`src/core/flash_host_defs.svh`:
```
// Constants for the host-side controller of a byte-wide command flash.
// Assumes a 10 MHz core clock; every time but T_LOAD_GUARD is converted to cycles here.
//
// Summary of operation
// - Write 00H selects array read mode
// - 90H then read 0000H/0001H returns codes
// - Chip erase: 30H twice, starts on rise
// - Chip erase done: bit seven 1, six steady
// - Block erase: 20H then D0H with address
// - Further block loads within 30ms, else erase
// - Block erase done: bit seven 1, six steady
// - Program: 40H, then address and data write
// - FFH twice aborts set-up or failure
// - A0H latches erase verify address for read
// - Manual block erase: 60H, 60H with address
`ifndef FLASH_HOST_DEFS_SVH
`define FLASH_HOST_DEFS_SVH

// Command bytes
`define CMD_READ_ARRAY   8'h00
`define CMD_READ_ID      8'h90
`define CMD_AUTO_CHIP    8'h30
`define CMD_AUTO_BLOCK   8'h20
`define CMD_BLOCK_GO     8'hd0
`define CMD_AUTO_PROGRAM 8'h40
`define CMD_MANUAL_BLOCK 8'h60
`define CMD_VERIFY       8'ha0
`define CMD_ABORT        8'hff

// Data bus and address bit positions
`define POLL_BIT         7
`define TOGGLE_BIT       6
`define ADDR_BIT_NINE    9

// Times in their own units and the clock rate
`define CLK_MHZ          10
`define T_WE_PULSE_NS    100
`define T_ACCESS_NS      120
`define T_SUPPLY_NS      1000
`define T_LOAD_WIN_MS    30
`define T_LOAD_GUARD     20

// Cycle counts: least times round up, longest time rounds down
`define WE_CYC   ((`T_WE_PULSE_NS * `CLK_MHZ + 999) / 1000)
`define ACC_CYC  ((`T_ACCESS_NS * `CLK_MHZ + 999) / 1000)
`define SUP_CYC  ((`T_SUPPLY_NS * `CLK_MHZ + 999) / 1000)
`define WIN_CYC  (`T_LOAD_WIN_MS * 1000 * `CLK_MHZ)

`endif

```
`src/core/flash_host_pkg.sv`:
```
// Types shared by the flash host controller and its pin cycle engine.
// Assumes the constants header is compiled alongside.
`default_nettype none
package flash_host_pkg;

   // Operations offered on the command port
   typedef enum logic [3:0] {
      OP_READ, OP_READ_ID, OP_PIN_ID, OP_CHIP_ERASE, OP_BLOCK_ERASE,
      OP_BLOCK_ADD, OP_PROGRAM, OP_ABORT, OP_VERIFY, OP_MANUAL_BLOCK
   } op_t;

   // Command sequence of one operation
   typedef struct packed {
      logic [7:0] first;
      logic [7:0] second;
      logic [1:0] writes;
      logic       read_after;
      logic       poll;
   } plan_t;

   typedef enum logic [2:0] {
      S_IDLE, S_SUPPLY, S_WR1, S_WR2, S_WINDOW, S_READ, S_POLL
   } host_state_t;

   typedef enum logic [2:0] {
      P_IDLE, P_SETUP, P_STROBE, P_HOLD, P_ACCESS, P_SAMPLE
   } pin_state_t;

endpackage : flash_host_pkg
`default_nettype wire

```
`src/core/flash_cycle_if.sv`:
```
// One bus cycle request between the sequencer and the pin engine.
// Assumes both ends run on the same core clock.
`default_nettype none
interface flash_cycle_if;
   logic        req;
   logic        wr;
   logic [16:0] addr;
   logic [7:0]  wdata;
   logic        done;
   logic [7:0]  rdata;

   modport master (output req, output wr, output addr, output wdata,
                   input done, input rdata);
   modport engine (input req, input wr, input addr, input wdata,
                   output done, output rdata);
endinterface : flash_cycle_if
`default_nettype wire

```
`src/core/flash_pin_cycle.sv`:
```
// Pin engine: turns one request into a timed write or read on the
// flash pins. Assumes an asynchronous flash with active-low strobes.
`include "flash_host_defs.svh"
`default_nettype none
module flash_pin_cycle
   import flash_host_pkg::*;
#(
   parameter int WE_CYCLES  = `WE_CYC,
   parameter int ACC_CYCLES = `ACC_CYC
) (
   // Clock and reset
   input  wire logic   core_clk_i,
   input  wire logic   resetn_i,
   // Cycle requests
   flash_cycle_if.engine cyc,
   // Flash pins
   output logic        ce_n_o,
   output logic        oe_n_o,
   output logic        we_n_o,
   output logic [16:0] addr_o,
   output logic [7:0]  dq_o,
   output logic        dq_oe_o,
   input  wire logic [7:0] dq_i
);

   pin_state_t  state;
   logic [7:0]  cnt;
   logic [7:0]  sync1, sync2, sync3;
   logic        stable;
   logic        done;
   logic [7:0]  rdata;

   assign stable    = (sync2 == sync3);
   assign cyc.done  = done;
   assign cyc.rdata = rdata;

   /////////////////////////////////////////////////////////////////////
   // Data pins cross into the clock domain through three stages
   always_ff @(posedge core_clk_i) begin
      sync1 <= dq_i;
      sync2 <= sync1;
      sync3 <= sync2;
   end

   /////////////////////////////////////////////////////////////////////
   // Cycle sequencer; address is set a full cycle before the strobe
   always_ff @(posedge core_clk_i) begin
      done <= 1'b0;
      if (!resetn_i) begin
         state   <= P_IDLE;
         cnt     <= 8'h00;
         ce_n_o  <= 1'b1;
         oe_n_o  <= 1'b1;
         we_n_o  <= 1'b1;
         addr_o  <= 17'h00000;
         dq_o    <= 8'h00;
         dq_oe_o <= 1'b0;
         rdata   <= 8'h00;
      end else begin
         case (state)
            P_IDLE: begin
               // The master still shows the old request while done stands
               if (cyc.req && !done) begin
                  ce_n_o  <= 1'b0;
                  addr_o  <= cyc.addr;
                  dq_o    <= cyc.wdata;
                  dq_oe_o <= cyc.wr;       // Never drive on reads
                  cnt     <= 8'h00;
                  state   <= P_SETUP;
               end
            end
            P_SETUP: begin
               if (cyc.wr) begin
                  we_n_o <= 1'b0;          // Falling edge latches address
                  state  <= P_STROBE;
               end else begin
                  oe_n_o <= 1'b0;
                  state  <= P_ACCESS;
               end
            end
            P_STROBE: begin
               cnt <= cnt + 8'h01;
               if (cnt == 8'(WE_CYCLES - 1)) begin
                  we_n_o <= 1'b1;          // Rising edge latches data
                  state  <= P_HOLD;
               end
            end
            P_HOLD: begin
               ce_n_o  <= 1'b1;
               dq_oe_o <= 1'b0;
               done    <= 1'b1;
               state   <= P_IDLE;
            end
            P_ACCESS: begin
               cnt <= cnt + 8'h01;
               // Allow access time plus the three synchroniser stages
               if (cnt == 8'(ACC_CYCLES + 2))
                  state <= P_SAMPLE;
            end
            P_SAMPLE: begin
               if (stable) begin
                  rdata  <= sync2;
                  oe_n_o <= 1'b1;
                  ce_n_o <= 1'b1;
                  done   <= 1'b1;
                  state  <= P_IDLE;
               end
            end
            default: state <= P_IDLE;
         endcase
      end
   end

endmodule : flash_pin_cycle
`default_nettype wire

```
`src/core/flash_host.sv`:
```
// Host controller for a byte-wide command flash: issues command
// sequences, raises the programming supply and polls for completion.
// Assumes the flash pins are wired directly; the supply and bit-nine
// high-voltage outputs steer external switches.
`include "flash_host_defs.svh"
`default_nettype none
module flash_host
   import flash_host_pkg::*;
#(
   parameter int SUPPLY_CYCLES = `SUP_CYC,
   parameter int LOAD_WINDOW   = `WIN_CYC,
   parameter int POLL_LIMIT    = 65535
) (
   // Clock and reset
   input  wire logic        core_clk_i,
   input  wire logic        resetn_i,
   // Command port
   input  wire logic        cmd_valid_i,
   output logic             cmd_ready_o,
   input  wire op_t         cmd_op_i,
   input  wire logic [16:0] cmd_addr_i,
   input  wire logic [7:0]  cmd_data_i,
   // Results
   output logic             done_o,
   output logic             fail_o,
   output logic [7:0]       rdata_o,
   // Flash pins
   output logic             ce_n_o,
   output logic             oe_n_o,
   output logic             we_n_o,
   output logic [16:0]      addr_o,
   output logic [7:0]       dq_o,
   output logic             dq_oe_o,
   input  wire logic [7:0]  dq_i,
   output logic             supply_high_o,
   output logic             id_high_voltage_o
);

   /////////////////////////////////////////////////////////////////////
   // Command table
   function automatic plan_t plan_of(input op_t op, input logic [7:0] d);
      plan_t p;
      p = '{first: `CMD_READ_ARRAY, second: 8'h00, writes: 2'd1,
            read_after: 1'b1, poll: 1'b0};
      case (op)
         OP_READ_ID: p.first = `CMD_READ_ID;
         OP_PIN_ID:  p.writes = 2'd0;
         OP_CHIP_ERASE: begin
            p = '{`CMD_AUTO_CHIP, `CMD_AUTO_CHIP, 2'd2, 1'b0, 1'b1};
         end
         OP_BLOCK_ERASE: begin
            p = '{`CMD_AUTO_BLOCK, `CMD_BLOCK_GO, 2'd2, 1'b0, 1'b1};
         end
         OP_PROGRAM: begin
            p = '{`CMD_AUTO_PROGRAM, d, 2'd2, 1'b0, 1'b1};
         end
         OP_ABORT: begin
            p = '{`CMD_ABORT, `CMD_ABORT, 2'd2, 1'b0, 1'b0};
         end
         OP_VERIFY: p.first = `CMD_VERIFY;
         OP_MANUAL_BLOCK: begin
            p = '{`CMD_MANUAL_BLOCK, `CMD_MANUAL_BLOCK, 2'd2, 1'b0, 1'b0};
         end
         default: p.first = `CMD_READ_ARRAY;
      endcase
      return p;
   endfunction : plan_of

   flash_cycle_if cyc ();

   host_state_t state;
   op_t         op;
   plan_t       plan;
   logic [16:0] addr;
   logic        expect_poll;
   logic        prev_toggle;
   logic        prev_valid;
   logic [15:0] poll_cnt;
   logic [31:0] cnt;
   logic        poll_ok;
   logic        steady;
   logic        window_open;
   logic        take;
   plan_t       new_plan;

   /////////////////////////////////////////////////////////////////////
   // Request decoding and completion checks
   assign new_plan    = plan_of(cmd_op_i, cmd_data_i);
   assign window_open = (state == S_WINDOW);
   assign cmd_ready_o = (state == S_IDLE) || window_open;
   assign take        = cmd_valid_i && cmd_ready_o;
   assign poll_ok     = cyc.rdata[`POLL_BIT] == expect_poll;
   assign steady      = prev_valid &&
                        (cyc.rdata[`TOGGLE_BIT] == prev_toggle);

   // Pin engine is asked for a cycle in every bus-active state
   assign cyc.req   = (state == S_WR1) || (state == S_WR2) ||
                      (state == S_READ) || (state == S_POLL);
   assign cyc.wr    = (state == S_WR1) || (state == S_WR2);
   assign cyc.wdata = (state == S_WR1) ? plan.first : plan.second;
   assign cyc.addr  = addr;

   /////////////////////////////////////////////////////////////////////
   // Sequencer
   always_ff @(posedge core_clk_i) begin
      done_o <= 1'b0;
      if (!resetn_i) begin
         state             <= S_IDLE;
         op                <= OP_READ;
         plan              <= '0;
         addr              <= 17'h00000;
         expect_poll       <= 1'b1;
         prev_toggle       <= 1'b0;
         prev_valid        <= 1'b0;
         poll_cnt          <= 16'h0000;
         cnt               <= 32'h00000000;
         fail_o            <= 1'b0;
         rdata_o           <= 8'h00;
         supply_high_o     <= 1'b0;          // Low supply keeps it read-only
         id_high_voltage_o <= 1'b0;
      end else begin
         case (state)
            S_IDLE: begin
               if (take) begin
                  op          <= cmd_op_i;
                  plan        <= new_plan;
                  addr        <= cmd_addr_i;
                  fail_o      <= 1'b0;
                  cnt         <= 32'h00000000;
                  prev_valid  <= 1'b0;
                  poll_cnt    <= 16'h0000;
                  // Program polls for true data, erase for a one
                  expect_poll <= (cmd_op_i == OP_PROGRAM) ?
                                 cmd_data_i[`POLL_BIT] : 1'b1;
                  // Writes need the supply high; pin reads need it low
                  supply_high_o <= (cmd_op_i != OP_PIN_ID);
                  id_high_voltage_o <= (cmd_op_i == OP_PIN_ID);
                  state <= S_SUPPLY;
               end
            end
            S_SUPPLY: begin
               // Let the switched supply settle before any strobe
               cnt <= cnt + 32'h00000001;
               if (cnt == 32'(SUPPLY_CYCLES - 1)) begin
                  cnt   <= 32'h00000000;
                  state <= (plan.writes == 2'd0) ? S_READ : S_WR1;
               end
            end
            S_WR1: begin
               if (cyc.done) begin
                  if (plan.writes == 2'd2)
                     state <= S_WR2;
                  else
                     state <= S_READ;
               end
            end
            S_WR2: begin
               if (cyc.done) begin
                  cnt <= 32'h00000000;
                  if (op == OP_BLOCK_ERASE)
                     state <= S_WINDOW;
                  else if (plan.poll)
                     state <= S_POLL;
                  else begin
                     supply_high_o <= 1'b0;
                     done_o        <= 1'b1;
                     state         <= S_IDLE;
                  end
               end
            end
            S_WINDOW: begin
               // Extra blocks must start loading well inside the window; the host takes them up to and including the cycle cnt equals LOAD_WINDOW
               cnt <= cnt + 32'h00000001;
               if (take && cmd_op_i == OP_BLOCK_ADD) begin
                  addr  <= cmd_addr_i;
                  state <= S_WR2;
               end else if (cnt == 32'(LOAD_WINDOW)) begin
                  state <= S_POLL;                    // Device erases now
               end
            end
            S_READ: begin
               if (cyc.done) begin
                  rdata_o           <= cyc.rdata;
                  supply_high_o     <= 1'b0;
                  id_high_voltage_o <= 1'b0;
                  done_o            <= 1'b1;
                  state             <= S_IDLE;
               end
            end
            S_POLL: begin
               if (cyc.done) begin
                  prev_toggle <= cyc.rdata[`TOGGLE_BIT];
                  prev_valid  <= 1'b1;
                  poll_cnt    <= poll_cnt + 16'h0001;
                  if (poll_ok && steady) begin
                     rdata_o       <= cyc.rdata;
                     supply_high_o <= 1'b0;
                     done_o        <= 1'b1;
                     state         <= S_IDLE;
                  end else if (poll_cnt == 16'(POLL_LIMIT)) begin
                     // Give up and abort with two reset writes
                     fail_o <= 1'b1;
                     plan   <= plan_of(OP_ABORT, 8'h00);
                     op     <= OP_ABORT;
                     state  <= S_WR1;
                  end
               end
            end
            default: state <= S_IDLE;
         endcase
      end
   end

   /////////////////////////////////////////////////////////////////////
   // Pin engine
   flash_pin_cycle #(
      .WE_CYCLES  (`WE_CYC),
      .ACC_CYCLES (`ACC_CYC)
   ) u_pins (
      .core_clk_i (core_clk_i),
      .resetn_i   (resetn_i),
      .cyc        (cyc.engine),
      .ce_n_o     (ce_n_o),
      .oe_n_o     (oe_n_o),
      .we_n_o     (we_n_o),
      .addr_o     (addr_o),
      .dq_o       (dq_o),
      .dq_oe_o    (dq_oe_o),
      .dq_i       (dq_i)
   );

endmodule : flash_host
`default_nettype wire

```
`config.mk`:
```
export PLATFORM = sky130hd
export DESIGN_NAME = flash_host
export DESIGN_NICKNAME = d
export VERILOG_FILES = /design/src/core/flash_host_pkg.sv /design/src/core/flash_cycle_if.sv /design/src/core/flash_pin_cycle.sv /design/src/core/flash_host.sv
export VERILOG_INCLUDE_DIRS = /design/src /design/src/core
export SDC_FILE = /design/constraint.sdc
export NUM_CORES = 1
export LEC_CHECK = 0
export ABC_AREA = 0
export BUFFER_PORTS_ARGS = -buffer_cell sky130_fd_sc_hd__buf_4
export CORE_MARGIN = 2
export CORE_UTILIZATION = 50
export DETAILED_ROUTE_END_ITERATION = 7
export GPL_TIMING_DRIVEN = 0
export PLACE_DENSITY_LB_ADDON = 0.1
export SLEW_MARGIN = 20
export SYNTH_ARGS = -nofsm -noshare
export SYNTH_HDL_FRONTEND = slang
export SYNTH_SLANG_ARGS = --single-unit
export TNS_END_PERCENT = 50
```
`constraint.sdc`:
```
create_clock -name core_clk_i -period 2.9 [get_ports core_clk_i]
set_input_delay 0.145 -clock core_clk_i [delete_from_list [all_inputs] [get_ports core_clk_i]]
set_output_delay 0.145 -clock core_clk_i [all_outputs]
set_load 0.005 [all_outputs]
```
* Word-level counts from Yosys, hierarchy flattened
Index checks and enable logic that the tools add are counted.
Storage, ports and cells: input bits 40, register bits 179, output and inout bits 42
Operators by class: equality and inequality tests 50, multiplexer cells 89, $add $sub $neg 3, reductions and logical operators 47
Operators with widths (number):
- 32-bit case mux with 4 select lines | 1
- 32-bit two-way mux | 3
- 20-bit two-way mux | 4
- 3-bit two-way mux | 19
- 8-bit case mux with 7 select lines | 1
- 8-bit two-way mux | 5
- 20-bit case mux with 2 select lines | 1
- 8-bit case mux with 5 select lines | 1
- 17-bit two-way mux | 2
- 17-bit case mux with 2 select lines | 1
- 32-bit by 1-bit adder with 32-bit output (second input constant) | 1
- 32-bit by 19-bit == test with 1-bit output (second input constant) | 1
- 32-bit by 4-bit == test with 1-bit output (second input constant) | 1
- 16-bit two-way mux | 2
- 16-bit case mux with 2 select lines | 1
- 8-bit case mux with 2 select lines | 2
- 1-bit two-way mux | 27
- 2-bit by 1-bit != test with 1-bit output (second input constant) | 12
- 3-bit case mux with 7 select lines | 1
- 3-bit AND reduction | 7
- 4-bit by 3-bit == test with 1-bit output (second input constant) | 5
- 16-bit by 1-bit adder with 16-bit output (second input constant) | 1
- 16-bit == test (second input constant) | 1
- 4-bit two-way mux | 4
- 36 further kinds | 85

* Depth between registers and ports, before layout
depth in word-level cells 7, mapped depth 8, depth with buffers taken out 7

* Cells and area by module
Synthesis repeated with hierarchy kept, for this count alone.
Second synthesis, totals: cell total of the unflattened synthesis 901, area, all modules 7851.3 sq um
Modules (own cells, without submodules):
- flash_host | seq. area each 2062.0 sq um, cells an instance 620, times used 1, area each 5242.5 sq um
- flash_pin_cycle | seq. area each 1461.4 sq um, cells an instance 281, times used 1, area each 2608.8 sq um

* Worst setup path before layout
No wires, ideal clock.
path type register to register, start point register poll_cnt[0], end point register state[0], stages on the path, launching flop included 7, data required time 2828 ps, arrival 2002 ps, clock period less this slack 2073 ps, path slack 827 ps, path through dfxtp_1 -> ha_1 -> nand3_1 -> or4_4 -> a221o_1 -> nor3_2 -> mux2i_1
Between the ends: longest elaborated chain between the ends 3
RTL lines:
- start: declaration | line flash_host.sv:78 | logic [15:0] poll_cnt;
- start signal: assignment | line flash_host.sv:194 | poll_cnt <= poll_cnt + 16'h0001;
- 16-bit == test | line flash_host.sv:200 | end else if (poll_cnt == 16'(POLL_LIMIT)) begin
- 3-bit by 1-bit != test with 1-bit output (no line)
- 8-bit AND reduction (no line)
- end signal: assignment | line flash_host.sv:146 | state <= (plan.writes == 2'd0) ? S_READ : S_WR1;
- end: declaration | line flash_host.sv:71 | host_state_t state;
No other way between the ends. A chain may end at the register's enable or synchronous reset.

* Worst setup path in the final report
start point register poll_cnt[0], end point register plan[2] in the netlist's numbering
Between the ends: longest elaborated chain between the ends 3
RTL lines:
- 16-bit == test | line flash_host.sv:200
- 2-bit by 1-bit != test with 1-bit output (no line)
- 5-bit AND reduction (no line)
- end signal: assignment | line flash_host.sv:126 | plan <= new_plan;
- end signal: assignment | line flash_host.sv:203 | plan <= plan_of(OP_ABORT, 8'h00);
- end: declaration | line flash_host.sv:73 | plan_t plan;
No other way between the ends.

==> flow_metrics.tcl <==
set metrics [dict create \
    status "finished, final reports clean" \
    cp_slowest_cell "or4_4" \
    setup_viol 0 \
    drtIter0Drc 519 \
    coreArea_mm2 0.0151 \
    fillerInstances 1359 \
    synthCells 882 \
    hold_class "in -> reg" \
    synth_edf_count 0 \
    cts_root_buf "clkbuf_16" \
    drc 0 \
    grt-ovfl-total 0 \
    syn_to_final_growth_pct 21.4 \
    maxSlewHeadroom_pct 44.3 \
    vdd_drop_max_mv 0.504 \
    final_util_pct 61.8 \
    path_delay_family "simple AND/OR/NAND/NOR gates" \
    hold_ws_ns 0.0716 \
    arrival_ns 2.71 \
    antenna_found_initial 0 \
    finalCritPeriodShare_pct 81.3 \
    fmax_mhz 424 \
    num_rows 45 \
    netlist_area_mm2 0.00769 \
    gp_congestion 0.924 \
    yosys.area.top_type "dfxtp_1" \
    ios 82 \
    hpwl_um 13500 \
    clkTransAtPathRegs_ns 0.06 \
    crit_path_max_incr_delay_ns 0.62 \
    initial_core_util_pct 50.9 \
    die_x_um 128 \
    drv_slew 0 \
    clock_skew_ns 0.00781 \
    antenna_cells 0 \
    p_clk_share_pct 29.7 \
    worstSkewPairLatency_ns 0.43 \
    dr.pass1.iters 5 \
    cts_buffer_depth 2 \
    fin_total_pwr_mw 7.22 \
    dieArea_mm2 0.0164 \
    crit_top_cell "nand3_1" \
    nNetsFinal 1053 \
    cts_tree "yes" \
    vias 6860 \
    drt-total-wl_um 19000 \
    setup_tns_ns 0 \
    grt_first_pass_wirelength_um 31000 \
    numCtsBuffers 17 \
    cp.required_ns 3.25 \
    ys_top_cells_by_area "dfxtp_1 46%, nand2_1 4.8%, nor2_1 4.6%" \
    synth_async_sr_flop_share_pct 0 \
    io_buffers 80 \
    internal-power_mw 4.80 \
    dp.cells 1150 \
    fin_crit_ns 2.36 \
    cts_max_level 4 \
    dieHeight_um 128 \
    viasPerCell 5.68 \
    ys_seq_area_share_pct 45.8 \
    yosysTopAreaCellShare_pct 45.8 \
    postSynthNetCount 928 \
    tightest_slew_ns 0.831 \
    drv_cap 0 \
    power.switching_mw 2.42 \
    ys_types 76 \
    path_cells "ha_1, nand3_1, or4_4, o31ai_4, buf_2, nand3_1, a21oi_1" \
    switching_share_pct 33.6 \
    ys_seq_elements 176 \
    syn_area_per_cell_um2 8.71 \
    cp_num_buf_inv 1 \
    drive_gt1_share_pct 14.6 \
    antenna_left 0 \
    grt_pass1_vias 6206 \
    path_class "reg -> reg" \
    regArea_mm2 0.00352 \
    multi_input_area_mm2 0.00386 \
    grt_max_degree 17 \
    final_cells 1208 \
    track_usage_pct 23.7 \
    p_comb_share_pct 30.1 \
    end_kind "flop" \
    routedWlPerCell_um 15.8 \
    cp_max_fo 10 \
    post_cts_buffers 0 \
    synth-main-ff-cell "dfxtp_1" \
    rsz0062_at_grt "false" \
    worst_setup_path_start_kind "flop" \
    cts.sinks 176 \
    pwr-share-seq_pct 40.1 \
    hold_viol 0 \
    p_leak_nw 3.43 \
    ys_warn_count 0 \
    p_per_area_mw_per_mm2 774 \
]
## per-stage QoR
stage | cell area, um^2 | setup slack [ns]
2_1_floorplan | 7690 | 0.827
3_3_place_gp | 8520 | 0.594
3_5_place_dp | 8520 | 0.550
4_1_cts | 9330 | 0.550
5_1_grt | 9330 | 0.297
6_report | 9330 | 0.544
## repair_timing
item                                   in CTS  in global routing
gates resized for setup                     0                  0
hold buffers                               26                  0
endpoints found under the hold margin      26                  0
## cell usage after synthesis (all sizes together), types with 17 or more instances
| master | number |
|---|---|
| dfxtp | 176 |
| nand2 | 98 |
| nor2 | 95 |
| a21oi | 70 |
| o21ai | 42 |
| clkbuf | 35 |
| nor3 | 33 |
| mux2i | 30 |
| nand3 | 27 |
| xnor2 | 25 |
| inv | 19 |
| nand4 | 18 |
| buf | 17 |
## layer usage
metal / global-route usage (%) / routed length [um]
met1: 32.9 / 9270
met2: 37.3 / 8590
met3: 5.51 / 927
met4: 6.14 / 245
met5: 0 / 0
## logic make-up after synthesis
group,share of synthesized area [%]
mux,4.05
xor+xnor,3.42
fa+ha+maj,0.977
simple gates,24.3
buf+inv,3.96
flops,45.8
compound gates,17.4
## path summary, 6_finish.rpt
| check | cells after the start | from | end | slack [ns] |
|---|---|---|---|---|
| min | 3 | cmd_data_i[0] | plan[4] | 0.07 |
| min reg2reg | 0 | u_pins.sync1[3] | u_pins.sync2[3] | 0.33 |
| max | 7 | poll_cnt[0] | plan[2] | 0.54 |
| max reg2reg | 7 | poll_cnt[0] | plan[2] | 0.54 |
## area by class of cell
| cell class | instances | area share, % |
|---|---|---|
| well taps | 188 | 2.52 |
| multi-input cells | 635 | 41.4 |
| inverters | 19 | 0.764 |
| clock buffers | 19 | 4.64 |
| repair buffers | 106 | 9.23 |
| clock inverters | 13 | 1.22 |
| plain buffers | 52 | 2.49 |
| flip-flops and latches | 176 | 37.8 |
## flip-flops by register name, indices dropped and copies added (netlist names), 3 cells and up
signal and flops:
u_pins.sync3 8, u_pins.state 3, rdata_o 8, op 4
u_pins.addr_o 17, cnt 32, addr 17, u_pins.cyc.rdata 8
plan 16, u_pins.cnt 8, u_pins.dq_o 8, state 3
u_pins.sync1 8, poll_cnt 16, u_pins.sync2 8
## worst min-delay path: stages
cell and delay [ns]:
buf_4 0.11, a21oi_1 0.12, a211oi_1 0.07
## power by group through the flow
| stage | logic (mW) | clock network (mW) | registers [mW] |
|---|---|---|---|
| 6_report | 2.18 | 2.15 | 2.90 |
| 5_1_grt | 2.40 | 2.31 | 2.93 |
| 4_1_cts | 2.16 | 2.20 | 2.89 |
| 2_1_floorplan | 1.50 | 0 | 2.91 |
| 3_5_place_dp | 2.12 | 0 | 2.95 |
| 3_3_place_gp | 2.11 | 0 | 2.94 |
## cell usage in the layout (no fill, tap or decap), types with 15 or more instances in the layout
| cell | synthesis | layout |
|---|---|---|
| clkbuf_1 | 35 | 37 |
| inv_1 | 18 | 18 |
| a21oi_1 | 70 | 70 |
| nand3_1 | 27 | 27 |
| clkbuf_16 | 0 | 17 |
| nand4_1 | 15 | 15 |
| xnor2_1 | 25 | 25 |
| nand2_1 | 98 | 98 |
| nor2_1 | 94 | 94 |
| nor3_1 | 31 | 31 |
| dlygate4sd3_1 | 0 | 26 |
| buf_4 | 2 | 82 |
| mux2i_1 | 30 | 30 |
| dfxtp_1 | 176 | 176 |
| o21ai_0 | 41 | 41 |
No activity file was read; power rests on OpenSTA's default activity.
